==> config.mk <==
export PLATFORM = sky130hd
export DESIGN_NAME = scs_top
export DESIGN_NICKNAME = d
export VERILOG_FILES = /design/src/design/scs_cfg_loader.v /design/src/design/scs_ref_switch.v /design/src/design/scs_top.v
export VERILOG_INCLUDE_DIRS = /design/src /design/src/design
export SDC_FILE = /design/constraint.sdc
export NUM_CORES = 1
export LEC_CHECK = 0
export BUFFER_PORTS_ARGS = -buffer_cell sky130_fd_sc_hd__buf_2
export CAP_MARGIN = 20
export CORE_UTILIZATION = 29
export DETAILED_ROUTE_END_ITERATION = 8
export PLACE_DENSITY_LB_ADDON = 0.05
export SLEW_MARGIN = 5
export SYNTH_ARGS = -nofsm -noshare
export SYNTH_HDL_FRONTEND = slang
export SYNTH_HIERARCHICAL = 1
export SYNTH_SLANG_ARGS = --single-unit
==> constraint.sdc <==
create_clock -name pclk -period 4.2 [get_ports pclk]
set_clock_uncertainty 0.1 [all_clocks]
set_input_delay 0.63 -clock pclk [delete_from_list [all_inputs] [get_ports pclk]]
set_output_delay 0.63 -clock pclk [all_outputs]
set_load 0.01 [all_outputs]
==> src/design/scs_consts.vh <==
// Constants for the startup configuration and input select block
`ifndef SCS_CONSTS_VH
`define SCS_CONSTS_VH

// ----------------------------------------------------------------------
// Timing
// ----------------------------------------------------------------------
`define SCS_CLK_MHZ 250
`define SCS_HOLDOFF_MS 10
`define SCS_LOAD_WINDOW_MS 1
`define SCS_SETTLE_CYCLES 4
`define SCS_GAP_CYCLES 4

// ----------------------------------------------------------------------
// Register indices (byte address is four times the index)
// ----------------------------------------------------------------------
`define SCS_IDX_REG0 8'h00
`define SCS_IDX_INSEL 8'h13
`define SCS_IDX_STATUS 8'h20
`define SCS_IDX_CFGDATA 8'h21
`define SCS_IDX_W 8

// ----------------------------------------------------------------------
// Fields and reset values
// ----------------------------------------------------------------------
`define SCS_REG0_LOADBIT 7
`define SCS_INSEL_PRIM 1
`define SCS_INSEL_SM_LO 2
`define SCS_INSEL_SM_HI 3
`define SCS_REG0_RST 8'h80
`define SCS_INSEL_RST 8'h00
`define SCS_ST_SWMODE 0
`define SCS_ST_IDX_LO 1
`define SCS_ST_IDX_HI 2
`define SCS_ST_SWDFLT 3
`define SCS_ST_REFSEL 4
`define SCS_ST_REFGATE 5
`define SCS_ST_RUNNING 6

`endif

==> src/design/scs_cfg_loader.v <==
// Power-up mode capture and configuration selection
`timescale 1ns/1ps
`default_nettype none
`include "scs_consts.vh"

module scs_cfg_loader #(
  parameter CFG_W = 32,
  parameter HOLDOFF_CYCLES = `SCS_HOLDOFF_MS * 1000 * `SCS_CLK_MHZ,
  parameter SETTLE_CYCLES = `SCS_SETTLE_CYCLES,
  parameter [CFG_W-1:0] CFG0 = 32'h00000000,
  parameter [CFG_W-1:0] CFG1 = 32'h11111111,
  parameter [CFG_W-1:0] CFG2 = 32'h22222222,
  parameter [CFG_W-1:0] CFG3 = 32'h33333333,
  parameter [CFG_W-1:0] SW_DEFAULT = 32'h5a5a5a5a
) (
  // Clock and reset
  input wire pclk,
  input wire presetn,
  // Board pins
  input wire mode_strap_pin,
  input wire config_select_low,
  input wire config_select_high,
  // Software side
  input wire load_at_powerup_bit,
  input wire sw_we,
  input wire [CFG_W-1:0] sw_data,
  // Results
  output reg hw_mode,
  output reg [1:0] cfg_index,
  output reg sw_dflt,
  output reg [CFG_W-1:0] active_cfg,
  output reg sync_reset,
  output reg running
);

  localparam [2:0] S_BOOT = 3'b001;
  localparam [2:0] S_HOLD = 3'b010;
  localparam [2:0] S_RUN = 3'b100;

  reg [2:0] state;
  reg [31:0] cnt;
  reg [1:0] pend_sel;
  wire [1:0] pin_sel;

  assign pin_sel = {config_select_high, config_select_low};

  function [CFG_W-1:0] bank;
    input [1:0] idx;
    begin
      case (idx)
        2'b00: bank = CFG0;
        2'b01: bank = CFG1;
        2'b10: bank = CFG2;
        default: bank = CFG3;
      endcase
    end
  endfunction

  always @(posedge pclk or negedge presetn) begin
    if (!presetn) begin
      state <= S_BOOT;
      cnt <= 32'h0;
      pend_sel <= 2'b00;
      hw_mode <= 1'b0;
      cfg_index <= 2'b00;
      sw_dflt <= 1'b0;
      active_cfg <= {CFG_W{1'b0}};
      sync_reset <= 1'b0;
      running <= 1'b0;
    end else begin
      sync_reset <= 1'b0;
      case (state)
        // Strap and selects are caught once, on the first edge after release
        S_BOOT: begin
          hw_mode <= mode_strap_pin;
          cnt <= 32'h0;
          state <= S_HOLD;
          if (mode_strap_pin) begin
            cfg_index <= pin_sel;
            active_cfg <= bank(pin_sel);
            pend_sel <= pin_sel;
            sync_reset <= 1'b1;
          end else if (load_at_powerup_bit) begin
            sw_dflt <= 1'b1;
            active_cfg <= SW_DEFAULT;
          end else begin
            active_cfg <= bank(2'b00);
          end
        end
        // Select pins are not watched until the hold-off has run out
        S_HOLD: begin
          if (cnt == HOLDOFF_CYCLES - 1) begin
            cnt <= 32'h0;
            running <= 1'b1;
            state <= S_RUN;
          end else begin
            cnt <= cnt + 32'h1;
          end
        end
        S_RUN: begin
          if (hw_mode) begin
            // A new level must stand for a few cycles; a pin bouncing
            // through its edge would otherwise cause two reloads
            if (pin_sel != pend_sel) begin
              pend_sel <= pin_sel;
              cnt <= 32'h0;
            end else if (pend_sel != cfg_index) begin
              if (cnt == SETTLE_CYCLES - 1) begin
                cfg_index <= pend_sel;
                active_cfg <= bank(pend_sel);
                sync_reset <= 1'b1;
                cnt <= 32'h0;
              end else begin
                cnt <= cnt + 32'h1;
              end
            end
          end
        end
        default: state <= S_BOOT;
      endcase
      // Software rewrite is allowed once boot has chosen the mode
      if (sw_we && !hw_mode && state != S_BOOT) begin
        active_cfg <= sw_data;
        sw_dflt <= 1'b0;
      end
    end
  end

endmodule // scs_cfg_loader

`default_nettype wire

==> src/design/scs_ref_switch.v <==
// Reference source selection with break-before-make switchover
`timescale 1ns/1ps
`default_nettype none
`include "scs_consts.vh"

module scs_ref_switch #(
  parameter GAP_CYCLES = `SCS_GAP_CYCLES
) (
  // Clock and reset
  input wire pclk,
  input wire presetn,
  // Selection inputs
  input wire input_select_pin,
  input wire primary_source_bit,
  input wire [1:0] switch_mode_field,
  // Results: 0 crystal/reference, 1 differential clock
  output reg ref_select,
  output reg ref_gate
);

  localparam [2:0] S_ON = 3'b001;
  localparam [2:0] S_OFF = 3'b010;
  localparam [2:0] S_BACK = 3'b100;

  reg [2:0] state;
  reg [7:0] gap;
  wire want;
  wire manual;

  assign want = input_select_pin ^ primary_source_bit;
  assign manual = ~switch_mode_field[1];

  // The reference is gated off before and after the source change so
  // that no runt period reaches the outputs; the cost is a short gap.
  always @(posedge pclk or negedge presetn) begin
    if (!presetn) begin
      state <= S_ON;
      gap <= 8'h00;
      ref_select <= 1'b0;
      ref_gate <= 1'b1;
    end else begin
      case (state)
        S_ON: begin
          if (manual && want != ref_select) begin
            ref_gate <= 1'b0;
            gap <= 8'h00;
            state <= S_OFF;
          end
        end
        S_OFF: begin
          if (gap == GAP_CYCLES - 1) begin
            ref_select <= want;
            gap <= 8'h00;
            state <= S_BACK;
          end else begin
            gap <= gap + 8'h01;
          end
        end
        S_BACK: begin
          if (gap == GAP_CYCLES - 1) begin
            ref_gate <= 1'b1;
            state <= S_ON;
          end else begin
            gap <= gap + 8'h01;
          end
        end
        default: state <= S_ON;
      endcase
    end
  end

endmodule // scs_ref_switch

`default_nettype wire

==> src/design/scs_top.v <==
// Startup configuration and reference input select, APB top level
//
// Functional notes
// Strap low at power-up means software mode, high means hardware mode.
// Software mode lets the bus rewrite the configuration at any time.
// Hardware mode loads one of four configurations chosen by select pins.
// Software mode loads bus default if load bit set, else configuration 0.
// Select pins are stable through reset; their choice loads at power-up.
// Board must not change select pins for 10 ms after power-up.
// Board changes only one select pin at a time.
// After a pin change the new configuration loads within 1 ms.
// Crystal when input select equals primary bit, differential otherwise.
// Input select polarity sits in byte 0x13 bit 1, default 0.
// Switch mode field 0x means manual switchover by input select pin.
// Source switchover never glitches the outputs.
// Hardware mode issues divider sync reset at power-up and on reload.
// The sampled mode is held until the next power-on reset.
`timescale 1ns/1ps
`default_nettype none
`include "scs_consts.vh"

module scs_top #(
  parameter CFG_W = 32,
  parameter HOLDOFF_CYCLES = `SCS_HOLDOFF_MS * 1000 * `SCS_CLK_MHZ,
  parameter LOAD_WINDOW_CYCLES = `SCS_LOAD_WINDOW_MS * 1000 * `SCS_CLK_MHZ,
  parameter SETTLE_CYCLES = `SCS_SETTLE_CYCLES,
  parameter GAP_CYCLES = `SCS_GAP_CYCLES
) (
  // APB
  input wire pclk,
  input wire presetn,
  input wire psel,
  input wire penable,
  input wire pwrite,
  input wire [31:0] paddr,
  input wire [31:0] pwdata,
  output reg [31:0] prdata,
  output reg pready,
  output reg pslverr,
  // Board pins
  input wire mode_strap_pin,
  input wire config_select_low,
  input wire config_select_high,
  input wire input_select_pin,
  // Configuration and reference outputs
  output wire [CFG_W-1:0] active_config,
  output wire sync_reset,
  output wire sw_mode,
  output wire ref_select,
  output wire ref_gate
);

  // --------------------------------------------------------------------
  // Software registers
  // --------------------------------------------------------------------
  reg [7:0] reg0;
  reg [7:0] insel;
  wire hw_mode;
  wire [1:0] cfg_index;
  wire sw_dflt;
  wire running;
  wire [CFG_W-1:0] cfg_word;
  wire access;
  wire [`SCS_IDX_W-1:0] idx;
  wire aligned;
  wire hit;
  wire cfg_we;
  reg [31:0] next_rdata;
  reg mode_sw;
  reg mode_taken;

  assign access = psel & penable & pready;
  assign idx = paddr[`SCS_IDX_W+1:2];
  assign aligned = (paddr[1:0] == 2'b00) &&
                   (paddr[31:`SCS_IDX_W+2] == {(30-`SCS_IDX_W){1'b0}});

  function is_reg;
    input [`SCS_IDX_W-1:0] i;
    begin
      is_reg = (i == `SCS_IDX_REG0) || (i == `SCS_IDX_INSEL) ||
               (i == `SCS_IDX_STATUS) || (i == `SCS_IDX_CFGDATA);
    end
  endfunction

  assign hit = aligned && is_reg(idx);
  assign cfg_we = access && pwrite && hit && !hw_mode &&
                  (idx == `SCS_IDX_CFGDATA);

  assign active_config = cfg_word;
  assign sw_mode = mode_sw;

  // --------------------------------------------------------------------
  // Mode output
  // --------------------------------------------------------------------
  // Kept as its own flop so the pin is registered; it takes the strap on
  // the boot edge, the same edge on which the loader latches its mode
  always @(posedge pclk or negedge presetn) begin
    if (!presetn) begin
      mode_sw <= 1'b1;
      mode_taken <= 1'b0;
    end else if (!mode_taken) begin
      mode_sw <= ~mode_strap_pin;
      mode_taken <= 1'b1;
    end
  end

  // --------------------------------------------------------------------
  // Read mux
  // --------------------------------------------------------------------
  always @* begin
    next_rdata = 32'h00000000;
    if (hit) begin
      case (idx)
        `SCS_IDX_REG0: next_rdata[7:0] = reg0;
        `SCS_IDX_INSEL: next_rdata[7:0] = insel;
        `SCS_IDX_STATUS: begin
          next_rdata[`SCS_ST_SWMODE] = ~hw_mode;
          next_rdata[`SCS_ST_IDX_HI:`SCS_ST_IDX_LO] = cfg_index;
          next_rdata[`SCS_ST_SWDFLT] = sw_dflt;
          next_rdata[`SCS_ST_REFSEL] = ref_select;
          next_rdata[`SCS_ST_REFGATE] = ref_gate;
          next_rdata[`SCS_ST_RUNNING] = running;
        end
        `SCS_IDX_CFGDATA: next_rdata[CFG_W-1:0] = cfg_word;
        default: next_rdata = 32'h00000000;
      endcase
    end
  end

  // --------------------------------------------------------------------
  // APB slave: one wait state, answer registered
  // --------------------------------------------------------------------
  always @(posedge pclk or negedge presetn) begin
    if (!presetn) begin
      pready <= 1'b0;
      pslverr <= 1'b0;
      prdata <= 32'h00000000;
      reg0 <= `SCS_REG0_RST;
      insel <= `SCS_INSEL_RST;
    end else begin
      pready <= psel & penable & ~pready;
      if (psel && penable && !pready) begin
        // Hardware mode has no bus write access; reads still show state
        pslverr <= ~hit | (pwrite & hw_mode);
        prdata <= pwrite ? 32'h00000000 : next_rdata;
      end else begin
        pslverr <= 1'b0;
      end
      if (access && pwrite && hit && !hw_mode) begin
        if (idx == `SCS_IDX_REG0) begin
          reg0 <= pwdata[7:0];
        end
        if (idx == `SCS_IDX_INSEL) begin
          insel <= pwdata[7:0];
        end
      end
    end
  end

  // --------------------------------------------------------------------
  // Submodules
  // --------------------------------------------------------------------
  scs_cfg_loader #(
    .CFG_W(CFG_W),
    .HOLDOFF_CYCLES(HOLDOFF_CYCLES),
    .SETTLE_CYCLES(SETTLE_CYCLES)
  ) u_loader (
    .pclk(pclk),
    .presetn(presetn),
    .mode_strap_pin(mode_strap_pin),
    .config_select_low(config_select_low),
    .config_select_high(config_select_high),
    .load_at_powerup_bit(reg0[`SCS_REG0_LOADBIT]),
    .sw_we(cfg_we),
    .sw_data(pwdata[CFG_W-1:0]),
    .hw_mode(hw_mode),
    .cfg_index(cfg_index),
    .sw_dflt(sw_dflt),
    .active_cfg(cfg_word),
    .sync_reset(sync_reset),
    .running(running)
  );

  scs_ref_switch #(
    .GAP_CYCLES(GAP_CYCLES)
  ) u_switch (
    .pclk(pclk),
    .presetn(presetn),
    .input_select_pin(input_select_pin),
    .primary_source_bit(insel[`SCS_INSEL_PRIM]),
    .switch_mode_field(insel[`SCS_INSEL_SM_HI:`SCS_INSEL_SM_LO]),
    .ref_select(ref_select),
    .ref_gate(ref_gate)
  );

endmodule // scs_top

`default_nettype wire

==> metrics.md, run 1 <==
| Metric | Value |
|---|---|
| Sequential share of power | `45.5%` |
| Initial antenna violation count | `1` |
| Final Total Pwr | `3.18 mW` |
| Switch share | `28.2%` |
| Most frequent cells in the layout | `141 x buf_2, 135 x dfrtp_1, 85 x nand2_1` |
| Share of post-route cells with drive strength above 1 | `27.5%` |
| Kind of critical path | `in -> reg` |
| Inserted Clock Buffers | `17` |
| Endpoints failing setup | `0` |
| Clk sinks | `140` |
| Syn Inst Count | `737` |
| CP startpoint kind | `primary input` |
| Status | `finished, final reports clean` |
| Vias in the first global route | `6123` |
| Syn nets | `812` |
| TNS Setup | `0 ns` |
| CP arrival | `3.42 ns` |
| Resized cells post-CTS | `0` |
| Async set-reset flop share out of synthesis | `100%` |
| Max-Cap Viols | `0` |
| Routed vias | `6247` |
| Root Driver | `clkbuf_16` |
| Deepest clock path buffer count | `2` |
| RSZ-0062 raised after global routing | `no` |
| Drt pass-1 iters | `5` |
| Die height | `approximately 160 um` |
| I/O pin count | `143` |
| Final Slew Violations | `0` |
| Drt wl/cell | `approximately 18 um` |
| Worst-Skew Late Latency | `0.42 ns` |
| Shortest period the worst path allows | `3.24 ns` |
| Post-CTS Setup Repair Bufs | `0` |
| Clock transition at the registers of the reported paths | `0.07 ns` |
| Logic pwr share | `9.3%` |
| Max transition margin | `39.4%` |
| Antenna Nets Post-Route | `0` |
| Die area | `0.0257 mm2` |
| Peak supply drop | `0.186 mV` |
| Most common cell after layout, fill and taps aside | `buf_2` |
| Initial DRC count | `between 300 and 400` |
| Post-layout instance area | `slightly below 0.009 mm2` |
| Total detailed-routing wirelength | `~22000 um` |
| Via-per-instance ratio | `around 5.2` |
| Dpl hpwl | `15700 um` |
| Core area | `0.0245 mm2` |
| RePlAce Congestion | `0.840` |
| Synth Cell Area | `about 0.0073 mm2` |
| Cell Int Power | `2.28 mW` |
| Synth-to-Final Area Change | `22.1%` |
| Peak Freq | `308 MHz` |
| Synth Register Bits | `140` |
| Post-synthesis cell type count | `75` |
| GR Util All Layers | `17.5%` |
| Area after DPL | `0.00831 mm2` |
| Total Nets Final | `947` |
| Die X | `160 um` |
| CTS tree | `built` |
| Worst Hold Class | `in -> async` |
| H-tree lvl count | `4` |
| Initial Util | `approximately 30%` |
| Pwr/cell area | `roughly 360 mW/mm2` |
| Register area share after synthesis | `48.4%` |
| Maximum fanout along the worst path | `37` |
| Total leakage power | `4.08 nW` |
| P_sw | `just under 0.9 mW` |
| Port Buffers | `142` |
| Grt ovf | `0` |
| CP required | `around 4.4 ns` |
| FP Rows | `57` |
| Period utilization | `77.2%` |
| Final hold viol count | `0` |
| Number of enable flip-flop cells after synthesis | `0` |
| Clock Power Share | `a little under half` |
| Largest net degree at the start of global routing | `71` |
| Residual DRC | `0` |
| Worst setup EP type | `flip-flop` |
| First-pass GRT wire length | `35200 um` |
| Hold Buf Count CTS | `0` |
| Syn Area/Cell | `9.84 um2` |
| Primary FF master, synth | `dfrtp_1` |
| Slew @ Worst Pin | `0.909 ns` |
| Synth Warn # | `6` |
-- cells in the mapped netlist (4+ instances only) --
cell        n  area (um2)
a31oi_1     4        25.0
nand4_1     9        56.3
nor4_1     21         131
a21oi_2     4        35.0
dfstp_2     5         131
a222oi_1    6        60.1
xnor2_1     9        78.8
mux2i_1    27         270
a21oi_1    45         225
buf_4       4        30.0
o211ai_1   18         135
nand3_1    44         220
o221ai_1    4        35.0
nor3_1      8        40.0
o31ai_1    15         113
or3_1      19         119
clkbuf_1   22        82.6
inv_1      37         139
a21o_1      4        30.0
nor2_1     25        93.8
nor4bb_1    4        40.0
or2_2       4        25.0
nor3b_1     6        45.0
mux2_2     24         270
xor2_1      5        43.8
o21ai_0    43         215
a22o_1     10        87.6
and2_1      4        25.0
or4_1       9        67.6
and3_1      6        37.5
dfrtp_1   135        3380
nand2_1    85         319
buf_2      12        60.1
-- layer usage --
| metal | GRT usage [%] | up-vias | share of wire [%] |
|---|---|---|---|
| li1 | - | 2980 | - |
| met1 | 25.3 | 3110 | 49 |
| met2 | 26.6 | 145 | 46 |
| met3 | 3.61 | 12 | 4.3 |
| met4 | 4.46 | 0 | 0.98 |
| met5 | 0 | - | 0 |
-- final timing paths --
check	slack, ns	cells after the start	from	to
max	0.96	9	paddr[5]	u_loader/active_cfg[1]
min	0.09	1	presetn	prdata[23]
max reg2reg	1.29	6	u_loader/cnt[0]	u_loader/cnt[2]
min reg2reg	0.32	1	mode_taken	sw_mode
max in group asynchronous	2.89	2	presetn	u_loader/cnt[14]
min in group pclk	0.32	1	mode_taken	sw_mode
-- worst max-delay path, stage by stage --
cell and delay (ns):
buf_2 0.10, or4_1 0.69, a2111o_1 0.37, nor4_1 0.49, and3_1 0.27, buf_4 0.38, o21bai_1 0.22, a21oi_1 0.17
mux2i_1 0.09
-- power by group through the flow --
stage          combinational (mW)  sequential, mW  clock, mW
6_report                    0.297            1.45       1.44
5_1_grt                     0.331            1.45       1.54
4_1_cts                     0.303            1.45       1.48
3_5_place_dp                0.301            1.47          0
3_3_place_gp                0.296            1.47          0
2_1_floorplan               0.190            1.44          0
-- metrics by stage --
stage	util, %	worst slack (ns)	hold WS, ns	instances
2_1_floorplan	-	1.01	0.234	737
3_3_place_gp	34.0	0.550	0.303	1177
3_5_place_dp	34.0	0.450	0.317	1177
4_1_cts	36.2	0.895	0.129	1209
5_1_grt	36.2	0.635	0.135	1209
6_report	36.2	0.956	0.0857	1210
-- cell families (layout without fill, tap and decap cells) --
kind of cell	Yosys count	after routing	synth area share [%]
flops	140	140	48.4
fa+ha+maj	2	2	0.345
other cells	1	2	0.0517
simple gates	270	270	20.6
buf+inv	77	225	4.50
xor+xnor	15	15	2.04
mux	51	51	7.45
compound gates	181	181	16.6
-- area by class of cell --
type / count / area, um2
inverter: 37 / 139
tap: 324 / 405
antenna: 1 / 2.50
clock inverter: 15 / 128
sequential: 140 / 3510
multi-input combinational: 520 / 3430
fill: 2488 / 15600
timing repair buffer: 156 / 822
clock buffer: 17 / 425
-- registers in the layout, indices dropped and copies added (netlist names), 2 cells and up --
register             count
insel                    8
reg0                     8
u_loader/pend_sel        2
prdata                  32
u_loader/active_cfg     32
u_loader/cnt            32
u_switch/state           3
u_loader/cfg_index       2
u_loader/state           3
u_switch/gap             8
Note: power is estimated with default switching activity, not from simulation.
==> run 2: changes to the inputs <==
Clock period 4.2 ns to 3 ns, I/O delays scaled along.
==> run 2 against run 1 <==
  * Sequential power grew 39%
  * Die area unchanged
  * Non-clock buffer count grew 26
  * Global-route usage is 0.15 points higher
  * Clock power is 46% higher
==> metrics.md, run 2 (synthesis results as in run 1) <==
| Metric | Value |
|---|---|
| Status | `finished, final reports clean` |
| Largest regs | `prdata x32, u_loader/active_cfg x32, u_loader/cnt x32` |
| Share of post-route cells with drive strength above 1 | `29.4% (+2.0 points)` |
| CTS tree | `built` |
| Via-per-instance ratio | `5.16 (about the same)` |
| Synth-to-Final Area Change | `25.9%` |
| Layout Utilization | `37.3% (+1.1 points)` |
| Initial antenna violation count | `0 (-1)` |
| H-tree lvl count | `4 (unchanged)` |
| Max-Cap Viols | `0 (unchanged)` |
| Slew @ Worst Pin | `0.925 ns (+0.0155 ns)` |
| Number of logic stages on the critical path including buffering | `6 (-3)` |
| Worst setup EP type | `flip-flop` |
| Residual DRC | `0 (unchanged)` |
| Final Slew Violations | `0 (unchanged)` |
| Pwr/cell area | `497 mW/mm2 (+39%)` |
| Root Driver | `clkbuf_16` |
| Clock transition at the registers of the reported paths | `0.07 ns (about the same)` |
| Antenna diodes | `0 (-1)` |
| GR Util All Layers | `17.7% (+0.15 points)` |
| Die height | `160 um (unchanged)` |
| Gr busiest metal | `met2` |
| First-pass GRT wire length | `35700 um (+1.4%)` |
| Most frequent cells in the layout | `141 x buf_2, 135 x dfrtp_1, 85 x nand2_1` |
| Worst Setup SP | `u_loader/cnt[0]` |
| Antenna Nets Post-Route | `0 (unchanged)` |
| CP startpoint kind | `flip-flop` |
| Vias in the first global route | `6285 (+2.6%)` |
| Grt ovf | `0 (unchanged)` |
| Peak Freq | `371 MHz` |
| I/O pin count | `143 (unchanged)` |
| Worst Hold Class | `in -> reg` |
| Drt wl/cell | `17.7 um (-2.2%)` |
| Worst-Skew Late Latency | `0.42 ns (about the same)` |
| Initial Util | `29.7% (unchanged)` |
| CP arrival | `2.91 ns (-0.51 ns)` |
| Die X | `160 um (unchanged)` |
| Reg-to-reg startpoint | `u_loader/cnt[0]` |
| Peak supply drop | `0.274 mV (+48%)` |
| Final Total Pwr | `4.54 mW (+43%)` |
| Post-CTS Setup Repair Bufs | `0 (unchanged)` |
| R2R depth | `6 (unchanged)` |
| Endpoints failing setup | `0 (unchanged)` |
| Total Nets Final | `973 (+2.7%)` |
| CP delay by family, top | `compound AO/OA/AOI/OAI gates` |
| Period utilization | `89.9%` |
| Initial DRC count | `449 (+28%)` |
| FP Rows | `57 (unchanged)` |
| Buffers & Inverters on Critical Path | `0 (-2)` |
| GR Layer Usage met2 | `26.9% (+0.28 points)` |
| Die area | `0.0257 mm2 (unchanged)` |
| Drt pass-1 iters | `5 (unchanged)` |
| Maximum fanout along the worst path | `10 (-73%)` |
| Max transition margin | `38.3% (-1.0 points)` |
| CP required | `3.21 ns (-1.17 ns)` |
| Port Buffers | `142 (unchanged)` |
| Core area | `0.0245 mm2 (unchanged)` |
| Met1 Use GR | `25.6% (+0.30 points)` |
| Inserted Clock Buffers | `17 (unchanged)` |
| Largest net degree at the start of global routing | `60 (-15%)` |
| Max stage delay cell, worst path | `o22ai_1` |
| Met3 Usage GRT | `3.43% (-0.18 points)` |
| Most common cell after layout, fill and taps aside | `buf_2` |
| Shortest period the worst path allows | `2.70 ns` |
| RePlAce Congestion | `0.792 (-5.7%)` |
| Dpl hpwl | `16100 um (+2.8%)` |
| Total detailed-routing wirelength | `21900 um (-0.20%)` |
| RSZ-0062 raised after global routing | `no` |
| Total leakage power | `4.24 nW (+3.8%)` |
| Kind of critical path | `reg -> reg` |
| Crit-path max cell delay | `0.70 ns (about the same)` |
| Final hold viol count | `0 (unchanged)` |
| Crit path to | `u_loader/cnt[10]` |
| Reg2Reg Setup Slack | `0.30 ns (-0.99 ns)` |
| Deepest clock path buffer count | `2 (unchanged)` |
| Routed vias | `6373 (+2.0%)` |
| FF-to-FF End | `u_loader/cnt[10]` |
| Hold slack | `0.152 ns (+0.0659 ns)` |
| Clk sinks | `140 (unchanged)` |
| Cells along the critical path | `ha_1 -> and2b_1 -> and4_1 -> o22ai_1 -> o21ai_0 -> o311ai_0` |
## run 2: cell type report
type | instances | area [um2]
Fill cell | 2517 | 15300
Sequential cell | 140 | 3510
Multi-Input combinational cell | 520 | 3430
Timing Repair Buffer | 182 | 1070
Clock buffer | 17 | 425
Tap cell | 324 | 405
Clock inverter | 15 | 151
Inverter | 37 | 139
## run 2: metal layers
layer | wire length [um] | vias to the layer above
met5 | 0 | -
met4 | 242 | 0
met3 | 989 | 19
met2 | 9840 | 140
met1 | 10800 | 3164
li1 | - | 3050
## run 2: what timing repair did
action	4_1_cts	5_1_grt
hold buffers	1	0
endpoints found under the hold margin	50	0
gates resized for setup	0	0
## run 2: how the worst min path moves through the flow
stage / startpoint / end / slack (ns) / cells past startpoint
CTS: pwdata[23] / u_loader/active_cfg[23] / 0.13 / 2
global route: pwdata[10] / u_loader/active_cfg[10] / 0.15 / 2
finish: pwdata[23] / u_loader/active_cfg[23] / 0.15 / 2
detailed placement: mode_taken / sw_mode / 0.32 / 1
floorplan: presetn / insel[0] / 0.05 / 0
global placement: mode_taken / sw_mode / 0.30 / 1
## run 2: power breakdown
part | switching [mW] | total (mW) | internal (mW)
Clock | 0.924 | 2.10 | 1.17
Sequential | 0.0807 | 2.02 | 1.94
Combinational | 0.249 | 0.424 | 0.175
Total | 1.25 | 4.54 | 3.29
## run 2: stage by stage
stage / setup slack (ns) / instances / area, um2 / setup TNS (ns)
6_report: 0.302 / 1235 / 9130 / 0
5_1_grt: 0.0426 / 1235 / 9130 / 0
4_1_cts: 0.338 / 1235 / 9130 / 0
3_5_place_dp: -0.0814 / 1202 / 8540 / -0.517
3_3_place_gp: -0.0302 / 1202 / 8540 / -0.195
2_1_floorplan: -0.00597 / 737 / 7260 / -0.0358
